==> src/rtl/mbdt_defines.vh <==
// Constants for the memory bus debug trace block
`ifndef MBDT_DEFINES_VH
`define MBDT_DEFINES_VH
`define MBDT_DBG_W 16
`define MBDT_ROMA_W 8
`define MBDT_PHYS_W 30
`define MBDT_DATA_W 64
`define MBDT_PAR_W 8
`define MBDT_ATTR_W 3
`define MBDT_DBG_IDLE 16'h0000
`define MBDT_WID_8 2'h0
`define MBDT_WID_32 2'h1
`define MBDT_WID_64 2'h2
`define MBDT_TGT_DRAM 2'h0
`define MBDT_TGT_SDRAM 2'h1
`define MBDT_TGT_ROM 2'h2
`define MBDT_TGT_EXPANSION_PORT_DEVICE 2'h3
`define MBDT_INJ_NONE 2'h0
`define MBDT_INJ_PERIPH 2'h1
`define MBDT_INJ_MEM 2'h2
`endif

==> src/rtl/mbdt_top.v <==
// Memory bus debug trace: debug address, cycle valid, attributes, fault inject
`timescale 1ns/100ps
`include "mbdt_defines.vh"
module mbdt_top #(
    parameter DW = `MBDT_DATA_W,
    parameter PW = `MBDT_PAR_W,
    parameter AW = `MBDT_ATTR_W
) (
    input wire sys_clk,
    input wire rst_n,
    input wire clkEn,
    input wire dbgEnable,
    input wire memActive,
    input wire colPhase,
    input wire romPhase,
    input wire [1:0] memTarget,
    input wire [1:0] busWidth,
    input wire [31:0] physAddr,
    input wire [AW-1:0] memSource,
    input wire pciActive,
    input wire [AW-1:0] pciSource,
    input wire [1:0] injSel,
    input wire [DW-1:0] injMask,
    input wire [DW-1:0] injValue,
    input wire [PW-1:0] injParMask,
    input wire [PW-1:0] injParValue,
    input wire [DW-1:0] periphData,
    input wire [PW-1:0] periphPar,
    input wire [DW-1:0] memData,
    input wire [PW-1:0] memPar,
    input wire eccError,
    input wire snapClear,
    output reg [`MBDT_DBG_W-1:0] dbgAddr,
    output reg memory_cycle_valid_n,
    output reg [AW-1:0] memAttr,
    output reg [AW-1:0] pciAttr,
    output reg [DW-1:0] periphDataOut,
    output reg [PW-1:0] periphParOut,
    output reg [DW-1:0] memDataOut,
    output reg [PW-1:0] memParOut,
    output reg [DW-1:0] snapData,
    output reg [PW-1:0] snapPar,
    output reg snapValid
);
    reg rstSync1_r;
    reg rstSync2_r;
    wire rstN;
    wire [DW+PW-1:0] snapRd;
    wire snapHeld;
    reg [29:0] unitAddr;
    reg [`MBDT_DBG_W-1:0] dbgAddr_nxt;
    reg cycleValidN_nxt;
    reg [AW-1:0] memAttr_nxt;
    reg [AW-1:0] pciAttr_nxt;
    reg [DW-1:0] periphDataOut_nxt;
    reg [PW-1:0] periphParOut_nxt;
    reg [DW-1:0] memDataOut_nxt;
    reg [PW-1:0] memParOut_nxt;
    wire dramTarget;
    wire romTarget;

    // Row/column targets versus ROM address targets
    assign dramTarget = (memTarget == `MBDT_TGT_DRAM) || (memTarget == `MBDT_TGT_SDRAM);
    assign romTarget = (memTarget == `MBDT_TGT_ROM) || (memTarget == `MBDT_TGT_EXPANSION_PORT_DEVICE);

    // Stuck-at overlay: masked bits forced to value
    function [DW-1:0] force_bits;
        input [DW-1:0] src;
        input [DW-1:0] msk;
        input [DW-1:0] val;
        begin
            force_bits = (src & ~msk) | (val & msk);
        end
    endfunction

    // Same overlay on the parity lanes
    function [PW-1:0] force_par;
        input [PW-1:0] src;
        input [PW-1:0] msk;
        input [PW-1:0] val;
        begin
            force_par = (src & ~msk) | (val & msk);
        end
    endfunction

    always @(posedge sys_clk or negedge rst_n)
    begin
        if (!rst_n)
        begin
            rstSync1_r <= 1'b0;
            rstSync2_r <= 1'b0;
        end
        else
        begin
            rstSync1_r <= 1'b1;
            rstSync2_r <= rstSync1_r;
        end
    end
    assign rstN = rstSync2_r;

    // Address in units of the bus width
    always @*
    begin
        case (busWidth)
            `MBDT_WID_64: unitAddr = {3'h0, physAddr[29:3]};
            `MBDT_WID_32: unitAddr = {2'h0, physAddr[29:2]};
            `MBDT_WID_8: unitAddr = physAddr[29:0];
            default: unitAddr = physAddr[29:0];
        endcase
    end

    // Upper address bits not carried by row/column or ROM address
    always @*
    begin
        dbgAddr_nxt = dbgAddr;
        if (!dbgEnable)
            dbgAddr_nxt = `MBDT_DBG_IDLE;
        else if (memActive && colPhase && dramTarget)
            dbgAddr_nxt = unitAddr[29:14];
        else if (memActive && romPhase && romTarget)
            dbgAddr_nxt = unitAddr[23:8];
    end

    // Cycle valid and attribute values for the next edge
    always @*
    begin
        cycleValidN_nxt = ~memActive;
        memAttr_nxt = {AW{1'b0}};
        pciAttr_nxt = {AW{1'b0}};
        if (memActive)
            memAttr_nxt = memSource;
        if (pciActive)
            pciAttr_nxt = pciSource;
    end

    // Peripheral path with optional stuck-at overlay
    always @*
    begin
        periphDataOut_nxt = periphData;
        periphParOut_nxt = periphPar;
        if (injSel == `MBDT_INJ_PERIPH)
        begin
            periphDataOut_nxt = force_bits(periphData, injMask, injValue);
            periphParOut_nxt = force_par(periphPar, injParMask, injParValue);
        end
    end

    // Memory path with optional stuck-at overlay
    always @*
    begin
        memDataOut_nxt = memData;
        memParOut_nxt = memPar;
        if (injSel == `MBDT_INJ_MEM)
        begin
            memDataOut_nxt = force_bits(memData, injMask, injValue);
            memParOut_nxt = force_par(memPar, injParMask, injParValue);
        end
    end

    always @(posedge sys_clk or negedge rstN)
    begin
        if (!rstN)
        begin
            memory_cycle_valid_n <= 1'b1;
            memAttr <= {AW{1'b0}};
            pciAttr <= {AW{1'b0}};
            periphDataOut <= {DW{1'b0}};
            periphParOut <= {PW{1'b0}};
            memDataOut <= {DW{1'b0}};
            memParOut <= {PW{1'b0}};
        end
        else if (clkEn)
        begin
            memory_cycle_valid_n <= cycleValidN_nxt;
            memAttr <= memAttr_nxt;
            pciAttr <= pciAttr_nxt;
            periphDataOut <= periphDataOut_nxt;
            periphParOut <= periphParOut_nxt;
            memDataOut <= memDataOut_nxt;
            memParOut <= memParOut_nxt;
        end
    end

    // Debug address register
    always @(posedge sys_clk or negedge rstN)
    begin
        if (!rstN)
            dbgAddr <= `MBDT_DBG_IDLE;
        else if (clkEn)
            dbgAddr <= dbgAddr_nxt;
    end

    // Snapshot outputs, one stage after the store read
    always @(posedge sys_clk or negedge rstN)
    begin
        if (!rstN)
        begin
            snapData <= {DW{1'b0}};
            snapPar <= {PW{1'b0}};
            snapValid <= 1'b0;
        end
        else if (clkEn)
        begin
            snapData <= snapRd[DW+PW-1:PW];
            snapPar <= snapRd[PW-1:0];
            snapValid <= snapHeld;
        end
    end

    // Snapshot of data as checked, faults included
    mbdt_snap_mem #(
        .DW(DW + PW)
    ) uSnap (
        .sysClk(sys_clk),
        .rstN(rstN),
        .clkEn(clkEn),
        .capture(eccError),
        .clear(snapClear),
        .capData({memDataOut, memParOut}),
        .rdData(snapRd),
        .held(snapHeld)
    );
endmodule

==> src/rtl/mbdt_snap_mem.v <==
// Error snapshot storage with registered read data
`timescale 1ns/100ps
`include "mbdt_defines.vh"
module mbdt_snap_mem #(
    parameter DW = 72
) (
    input wire sysClk,
    input wire rstN,
    input wire clkEn,
    input wire capture,
    input wire clear,
    input wire [DW-1:0] capData,
    output reg [DW-1:0] rdData,
    output reg held
)
;
    reg [DW-1:0] store_r;
    always @(posedge sysClk or negedge rstN)
    begin
        if (!rstN)
        begin
            store_r <= {DW{1'b0}};
            rdData <= {DW{1'b0}};
            held <= 1'b0;
        end
        else if (clkEn)
        begin
            // Capture beats clear; first error is kept
            if (capture && (!held || clear))
            begin
                store_r <= capData;
                held <= 1'b1;
            end
            else if (clear)
                held <= 1'b0;
            rdData <= store_r;
        end
    end
endmodule

==> config.mk <==
export PLATFORM = sky130hd
export DESIGN_NAME = mbdt_top
export DESIGN_NICKNAME = d
export VERILOG_FILES = /design/src/rtl/mbdt_top.v /design/src/rtl/mbdt_snap_mem.v
export VERILOG_INCLUDE_DIRS = /design/src /design/src/rtl
export SDC_FILE = /design/constraint.sdc
export NUM_CORES = 1
export LEC_CHECK = 0
export ABC_AREA = 1
export BUFFER_PORTS_ARGS = -buffer_cell sky130_fd_sc_hd__buf_2
export CORE_AREA = 3 3 225 227
export CTS_BUF_LIST = sky130_fd_sc_hd__clkbuf_8
export CTS_CLUSTER_DIAMETER = 120
export DETAILED_ROUTE_END_ITERATION = 10
export DIE_AREA = 0 0 228 230
export GPL_ROUTABILITY_DRIVEN = 1
export PLACE_DENSITY = 0.67
export SYNTH_ARGS = -nofsm -noshare
export SYNTH_HDL_FRONTEND = slang
export SYNTH_SLANG_ARGS = --single-unit
==> constraint.sdc <==
create_clock -name sys_clk -period 20.5 [get_ports sys_clk]
set_input_delay 4.1 -clock sys_clk [delete_from_list [all_inputs] [get_ports sys_clk]]
set_output_delay 4.1 -clock sys_clk [all_outputs]
set_load 0.005 [all_outputs]
==> results of run 1 <==
-- final cells by class --
class | count | area, um2 | area share (%)
clock buffers | 91 | 1250 | 5.56
flip-flops and latches | 387 | 9690 | 43.0
multi-input cells | 1369 | 6110 | 27.1
repair buffers | 579 | 2970 | 13.2
well taps | 664 | 831 | 3.69
diodes | 3 | 7.51 | 0.0334
clock inverters | 36 | 273 | 1.21
inverters | 366 | 1380 | 6.13
-- sequential cells by signal (all words and copies together) (netlist names), 3 cells and up --
signal         count
snapData          64
periphDataOut     64
uSnap.rdData      72
uSnap.store_r     72
memParOut          8
memDataOut        64
snapPar            8
memAttr            3
periphParOut       8
dbgAddr           16
pciAttr            3
-- per-stage QoR --
stage               hold WS [ns]  worst slack (ns)
finish                     0.348             14.93
floorplan                  0.331              8.92
CTS                        0.351             15.00
global route               0.359             14.75
global placement           0.337             14.30
detailed placement         0.337             14.30
-- synth_stat cells --
master      n  area share, %
nand2_1   784             17
dfrtp_1   386             55
inv_1     365            7.8
o21ai_0   296            8.4
o22ai_1   143            5.1
nand3_1   113            3.2
clkbuf_1   91            1.9
buf_2      32           0.91
nor2_1     13           0.28
or2_2      10           0.35
buf_1       7           0.15
a22o_1      3           0.15
ha_1        2           0.14
nor3_1      2          0.057
clkbuf_2    1          0.028
conb_1      1          0.021
dfstp_2     1           0.15
inv_2       1          0.021
o211ai_1    1          0.042
o21ai_4     1          0.092
-- report_power, final --
part	leakage [nW]	total, W	switching, W	internal (W)
Combinational	7.31	0.000357	0.000213	0.000145
Clock	0.845	0.000779	0.000330	0.000450
Sequential	4.67	0.000971	0.0000793	0.000892
Total	12.8	0.00211	0.000622	0.00149
-- cell families (layout without fill, tap and decap cells) --
family | after synthesis | in the layout
simple gates | 922 | 922
buf+inv | 497 | 1072
compound gates | 444 | 444
flops | 387 | 387
fa+ha+maj | 2 | 2
other cells | 1 | 4
-- routing by layer --
layer  wire, um  vias to the layer above
met4       1570                        4
met5         27                        -
met3       3490                      102
met1      23500                     7971
met2      28200                      522
li1           -                     8126
-- worst max path at each step --
stage                                     to  cells after the start
5_1_grt        uSnap.store_r[20]$_DFFE_PN0P_                      6
4_1_cts        uSnap.store_r[31]$_DFFE_PN0P_                      6
3_3_place_gp        memParOut[7]$_DFFE_PN0P_                      8
2_1_floorplan         dbgAddr[0]$_DFFE_PN0P_                      0
3_5_place_dp   uSnap.store_r[61]$_DFFE_PN0P_                      6
6_report       uSnap.store_r[31]$_DFFE_PN0P_                      6
==> impl_metrics.py, run 1 <==
metrics = {
    "sta": {
        "skew_ns": 0.0197,
        "setup_viol": 0,
        "maxSlewViolCount": 0,
        "relSlewSlack_pct": 23.0,
        "period_needed_ns": 5.57,
        "worst_pin_slew_ns": 1.15,
        "rsz0062_at_grt": "false",
        "max_freq_mhz": 179,
        "setup_tns_ns": 0,
        "post-route-period-util_pct": 27.2,
        "hold_viol_final": 0,
    },
    "route": {
        "vias_per_cell": 4.79,
        "routedWlPerCell_um": 16.3,
        "vias": 16700,
        "antenna_left": 0,
        "route.detailed.drc": 0,
        "dr.pass1.iters": 5,
        "drt_iter0_markers": 1123,
        "totalWireLength_mm": 56.8,
    },
    "logic_synthesis": {
        "synth_compound_area_share_pct": 13.7,
        "ys_ff_latch": 387,
        "ys_types": 20,
        "syn-num-nets": 2597,
        "synth_xor_area_share_pct": 0,
        "synth_top_family_by_area": "simple AND/OR/NAND/NOR gates",
        "syn_area_per_cell_um2": 7.85,
        "synth_fa_ha_area_share_pct": 0.142,
        "yosys.area_share.simple_pct": 20.5,
        "yosys_warnings": 0,
        "synth_area_um2": 17700,
        "syn_inst": 2253,
        "synth.area.mux_share_pct": 0,
        "yosysSeqAreaShare_pct": 54.8,
    },
    "job": {
        "cap_violations": 0,
    },
    "worst_setup_path": {
        "worstPathArrival_ns": 6.11,
        "crit_chain": "buf_8, inv_6, o21ai_4, buf_4, nand3_1, nand2_1",
        "critPathSlowestCell": "buf_4",
        "end_kind": "flop",
        "rr_worst_depth": 2,
        "cp_max_fo": 79,
        "worstPathRequired_ns": 21.04,
        "worstSetupStartpoint": "clkEn",
        "path_buf_inv": 3,
        "cp_top_family": "buffers and inverters",
        "crit_path_start_kind": "primary input",
        "regToRegSetupSlack_ns": 17.82,
        "cpPeakStageDelay_ns": 0.71,
        "r2r_start": "rstN$_DFF_PN0_",
        "rr_endpoint": "uSnap.rdData[69]$_DFFE_PN0P_",
        "path_class": "in2reg",
    },
    "run_status": {
        "status": "finished, final reports clean",
    },
    "worst_hold_path": {
        "whs_path_depth": 0,
        "hold_path_class": "reg2reg",
        "min-delay-start": "rstSync1_r$_DFF_PN0_",
        "whs_endpoint": "rstN$_DFF_PN0_",
    },
    "die": {
        "start_util_pct": 36.2,
        "core-area_um2": 48800,
        "die_h_um": 230,
        "io_pins": 582,
        "placementRows": 81,
        "die-area_um2": 52400,
        "chipWidth_um": 228,
    },
    "clocking": {
        "ctsResizeCount": 0,
        "hold_buffers": 0,
        "insertion_delay_ns": 0.62,
        "cts_buffers": 70,
        "htree_num_levels": 3,
        "post-cts-setup-buffers": 0,
        "cts_tree": "built",
        "clockBufferDepth": 3,
        "cts_sinks": 387,
        "path_clk_slew_ns": 0.06,
        "cts_root_buf": "clkbuf_8",
    },
    "cells_and_area": {
        "fin_area_um2": 22500,
        "drive_gt1_share_pct": 24.9,
        "num-fill-cells": 4958,
        "final_cell_mix": "781 x nand2_1, 568 x buf_2, 385 x dfrtp_1, 384 x inv_1, 296 x o21ai_0",
        "fin_cells": 3495,
        "final_util_pct": 46.1,
        "area_growth_syn_to_layout_pct": 27.3,
        "final_common_cell": "nand2_1",
        "final_nets": 3117,
    },
    "power": {
        "ir_worst_vdd_mv": 0.0519,
        "power_per_cell_area_nw_per_um2": 93.7,
        "p_leak_nw": 12.8,
        "total_power_w": 0.00211,
    },
    "global_routing": {
        "grt_pass1_wl_mm": 90.0,
        "grt-ovfl-total": 0,
        "grtUsageMet3_pct": 4.73,
        "grt_pass1_vias": 16700,
        "use_met1_pct": 26.4,
        "antenna_found_initial": 5,
        "grt_max_degree": 235,
        "track_usage_pct": 21.3,
        "top_usage_layer": "met2",
        "globalRouteMet2Util_pct": 36.7,
    },
    "place": {
        "hpwl_mm": 39.0,
        "gp_congestion": 0.980,
        "portBuffers": 570,
        "place_inst": 3365,
        "dpl_cell_area_um2": 21000,
    },
}
(Power assumes the default switching activity.)
==> inputs of run 2 (changes only) <==
--- a/config.mk
+++ b/config.mk
@@ -8,13 +8,13 @@
 export LEC_CHECK = 0
 export ABC_AREA = 1
 export BUFFER_PORTS_ARGS = -buffer_cell sky130_fd_sc_hd__buf_2
-export CORE_AREA = 3 3 225 227
+export CORE_AREA = 3 3 223 225
 export CTS_BUF_LIST = sky130_fd_sc_hd__clkbuf_8
 export CTS_CLUSTER_DIAMETER = 120
 export DETAILED_ROUTE_END_ITERATION = 10
-export DIE_AREA = 0 0 228 230
+export DIE_AREA = 0 0 226 228
 export GPL_ROUTABILITY_DRIVEN = 1
-export PLACE_DENSITY = 0.67
+export PLACE_DENSITY = 0.68
 export SYNTH_ARGS = -nofsm -noshare
 export SYNTH_HDL_FRONTEND = slang
 export SYNTH_SLANG_ARGS = --single-unit
==> constraint.sdc (replaced) <==
create_clock -name sys_clk -period 5.6 [get_ports sys_clk]
set_input_delay 1.12 -clock sys_clk [delete_from_list [all_inputs] [get_ports sys_clk]]
set_output_delay 1.12 -clock sys_clk [all_outputs]
set_load 0.005 [all_outputs]
==> impl_metrics.py, run 2 (synthesis results as in run 1) <==
metrics = {
    "die": {
        "start_util_pct": 37.0,
        "io_pins": 582,
        "placementRows": 80,
        "chipWidth_um": 226,
        "core-area_um2": 47700,
        "die_h_um": 228,
        "die-area_um2": 51500,
    },
    "global_routing": {
        "grt-ovfl-total": 0,
        "top_usage_layer": "met2",
        "globalRouteMet2Util_pct": 36.4,
        "antenna_found_initial": 6,
        "use_met1_pct": 26.1,
        "grt_pass1_vias": 16400,
        "grtUsageMet3_pct": 5.10,
        "grt_pass1_wl_mm": 87.8,
        "grt_max_degree": 200,
        "track_usage_pct": 21.3,
    },
    "cells_and_area": {
        "area_growth_syn_to_layout_pct": 26.1,
        "final_util_pct": 46.7,
        "drive_gt1_share_pct": 24.5,
        "biggestRegsByFlops": "uSnap.rdData x72, uSnap.store_r x72",
        "fin_cells": 3441,
        "num-fill-cells": 4786,
        "final_common_cell": "nand2_1",
        "final_cell_mix": "781 x nand2_1, 568 x buf_2, 391 x inv_1, 385 x dfrtp_1, 296 x o21ai_0",
        "final_nets": 3119,
    },
    "worst_setup_path": {
        "crit_chain": "buf_8, inv_6, o21ai_4, nand2_4, o21ai_0",
        "crit_path_start_kind": "primary input",
        "rr_endpoint": "uSnap.store_r[26]$_DFFE_PN0P_",
        "regToRegSetupSlack_ns": 3.16,
        "rr_worst_depth": 3,
        "cpPeakStageDelay_ns": 0.78,
        "worstPathRequired_ns": 6.11,
        "critPathSlowestCell": "nand2_4",
        "cp_max_fo": 74,
        "end_kind": "flop",
        "r2r_start": "uSnap.held$_DFFE_PN0P_",
        "path_class": "in2reg",
        "worstSetupStartpoint": "clkEn",
        "worstPathArrival_ns": 3.62,
    },
    "sta": {
        "hold_viol_final": 0,
        "period_needed_ns": 3.11,
        "max_freq_mhz": 321,
        "worst_slack_ns": 2.49,
        "skew_ns": 0.0136,
        "maxSlewViolCount": 0,
        "setup_viol": 0,
        "post-route-period-util_pct": 55.6,
        "worst_pin_slew_ns": 1.07,
        "rsz0062_at_grt": "false",
        "setup_tns_ns": 0,
        "relSlewSlack_pct": 28.9,
    },
    "clocking": {
        "insertion_delay_ns": 0.62,
        "cts_root_buf": "clkbuf_8",
        "post-cts-setup-buffers": 0,
        "hold_buffers": 0,
        "path_clk_slew_ns": 0.06,
        "cts_buffers": 70,
        "ctsResizeCount": 0,
        "cts_sinks": 387,
        "clockBufferDepth": 3,
        "htree_num_levels": 3,
        "cts_tree": "built",
    },
    "job": {
        "cap_violations": 0,
    },
    "route": {
        "totalWireLength_mm": 55.7,
        "vias": 16700,
        "vias_per_cell": 4.84,
        "dr.pass1.iters": 6,
        "route.detailed.drc": 0,
        "drt_iter0_markers": 997,
        "antenna_left": 0,
        "routedWlPerCell_um": 16.2,
    },
    "worst_hold_path": {
        "hold_path_class": "in2async",
    },
    "power": {
        "p_leak_nw": 12.8,
        "power_per_cell_area_nw_per_um2": 334,
        "ir_worst_vdd_mv": 0.203,
    },
    "place": {
        "place_inst": 3318,
        "place_worst_setup_slack_ns": 1.80,
        "hpwl_mm": 38.7,
        "gp_congestion": 0.972,
        "portBuffers": 570,
    },
    "run_status": {
        "status": "finished, final reports clean",
    },
}
==> run 2: where the power goes <==
part,total (W),internal [W],leakage [nW],switching (W)
clock,0.00259,0.00144,0.783,0.00115
combinational,0.00131,0.000530,7.32,0.000775
sequential,0.00355,0.00327,4.67,0.000287
total,0.00745,0.00524,12.8,0.00221
==> run 2: worst max-delay path by stage <==
| stage | endpoint | slack [ns] | cells after the start |
|---|---|---|---|
| floorplan | dbgAddr[0]$_DFFE_PN0P_ | 1.79 | 0 |
| global placement | uSnap.store_r[26]$_DFFE_PN0P_ | 1.85 | 5 |
| detailed placement | uSnap.store_r[26]$_DFFE_PN0P_ | 1.80 | 5 |
| CTS | uSnap.store_r[26]$_DFFE_PN0P_ | 2.49 | 5 |
| global route | uSnap.store_r[26]$_DFFE_PN0P_ | 2.28 | 5 |
| finish | uSnap.store_r[26]$_DFFE_PN0P_ | 2.49 | 5 |
==> run 2: critical path: cells and delay by family <==
family	cells	cell delay, ns
AO/OA/AOI/OAI	2	1.16
AND/OR/NAND/NOR	1	0.78
buffers and inverters	2	0.50
==> run 2: metrics by stage <==
stage	hold slack (ns)	power, W	cell area [um2]
after global routing	0.225	0.00793	22300
after global placement	0.338	0.00487	20900
final	0.278	0.00745	22300
after detailed placement	0.347	0.00492	20900
after CTS	0.194	0.00758	22300
after floorplan	0.331	0.00425	17700
==> run 2: final cells by class <==
cell class,count,area [um2],area share (%)
antenna,4,10.0,0.0449
clock buffer,84,1160,5.18
clock inverter,35,203,0.909
inverter,366,1380,6.18
multi-input combinational,1369,6110,27.4
sequential,387,9690,43.5
tap,615,769,3.45
timing repair buffer,581,2990,13.4
==> run 2: layer usage <==
layer | vias up | part of all wire [%]
li1 | 8123 | -
met1 | 7908 | 41
met2 | 521 | 49
met3 | 95 | 6.4
met4 | 4 | 2.8
met5 | - | 0.048
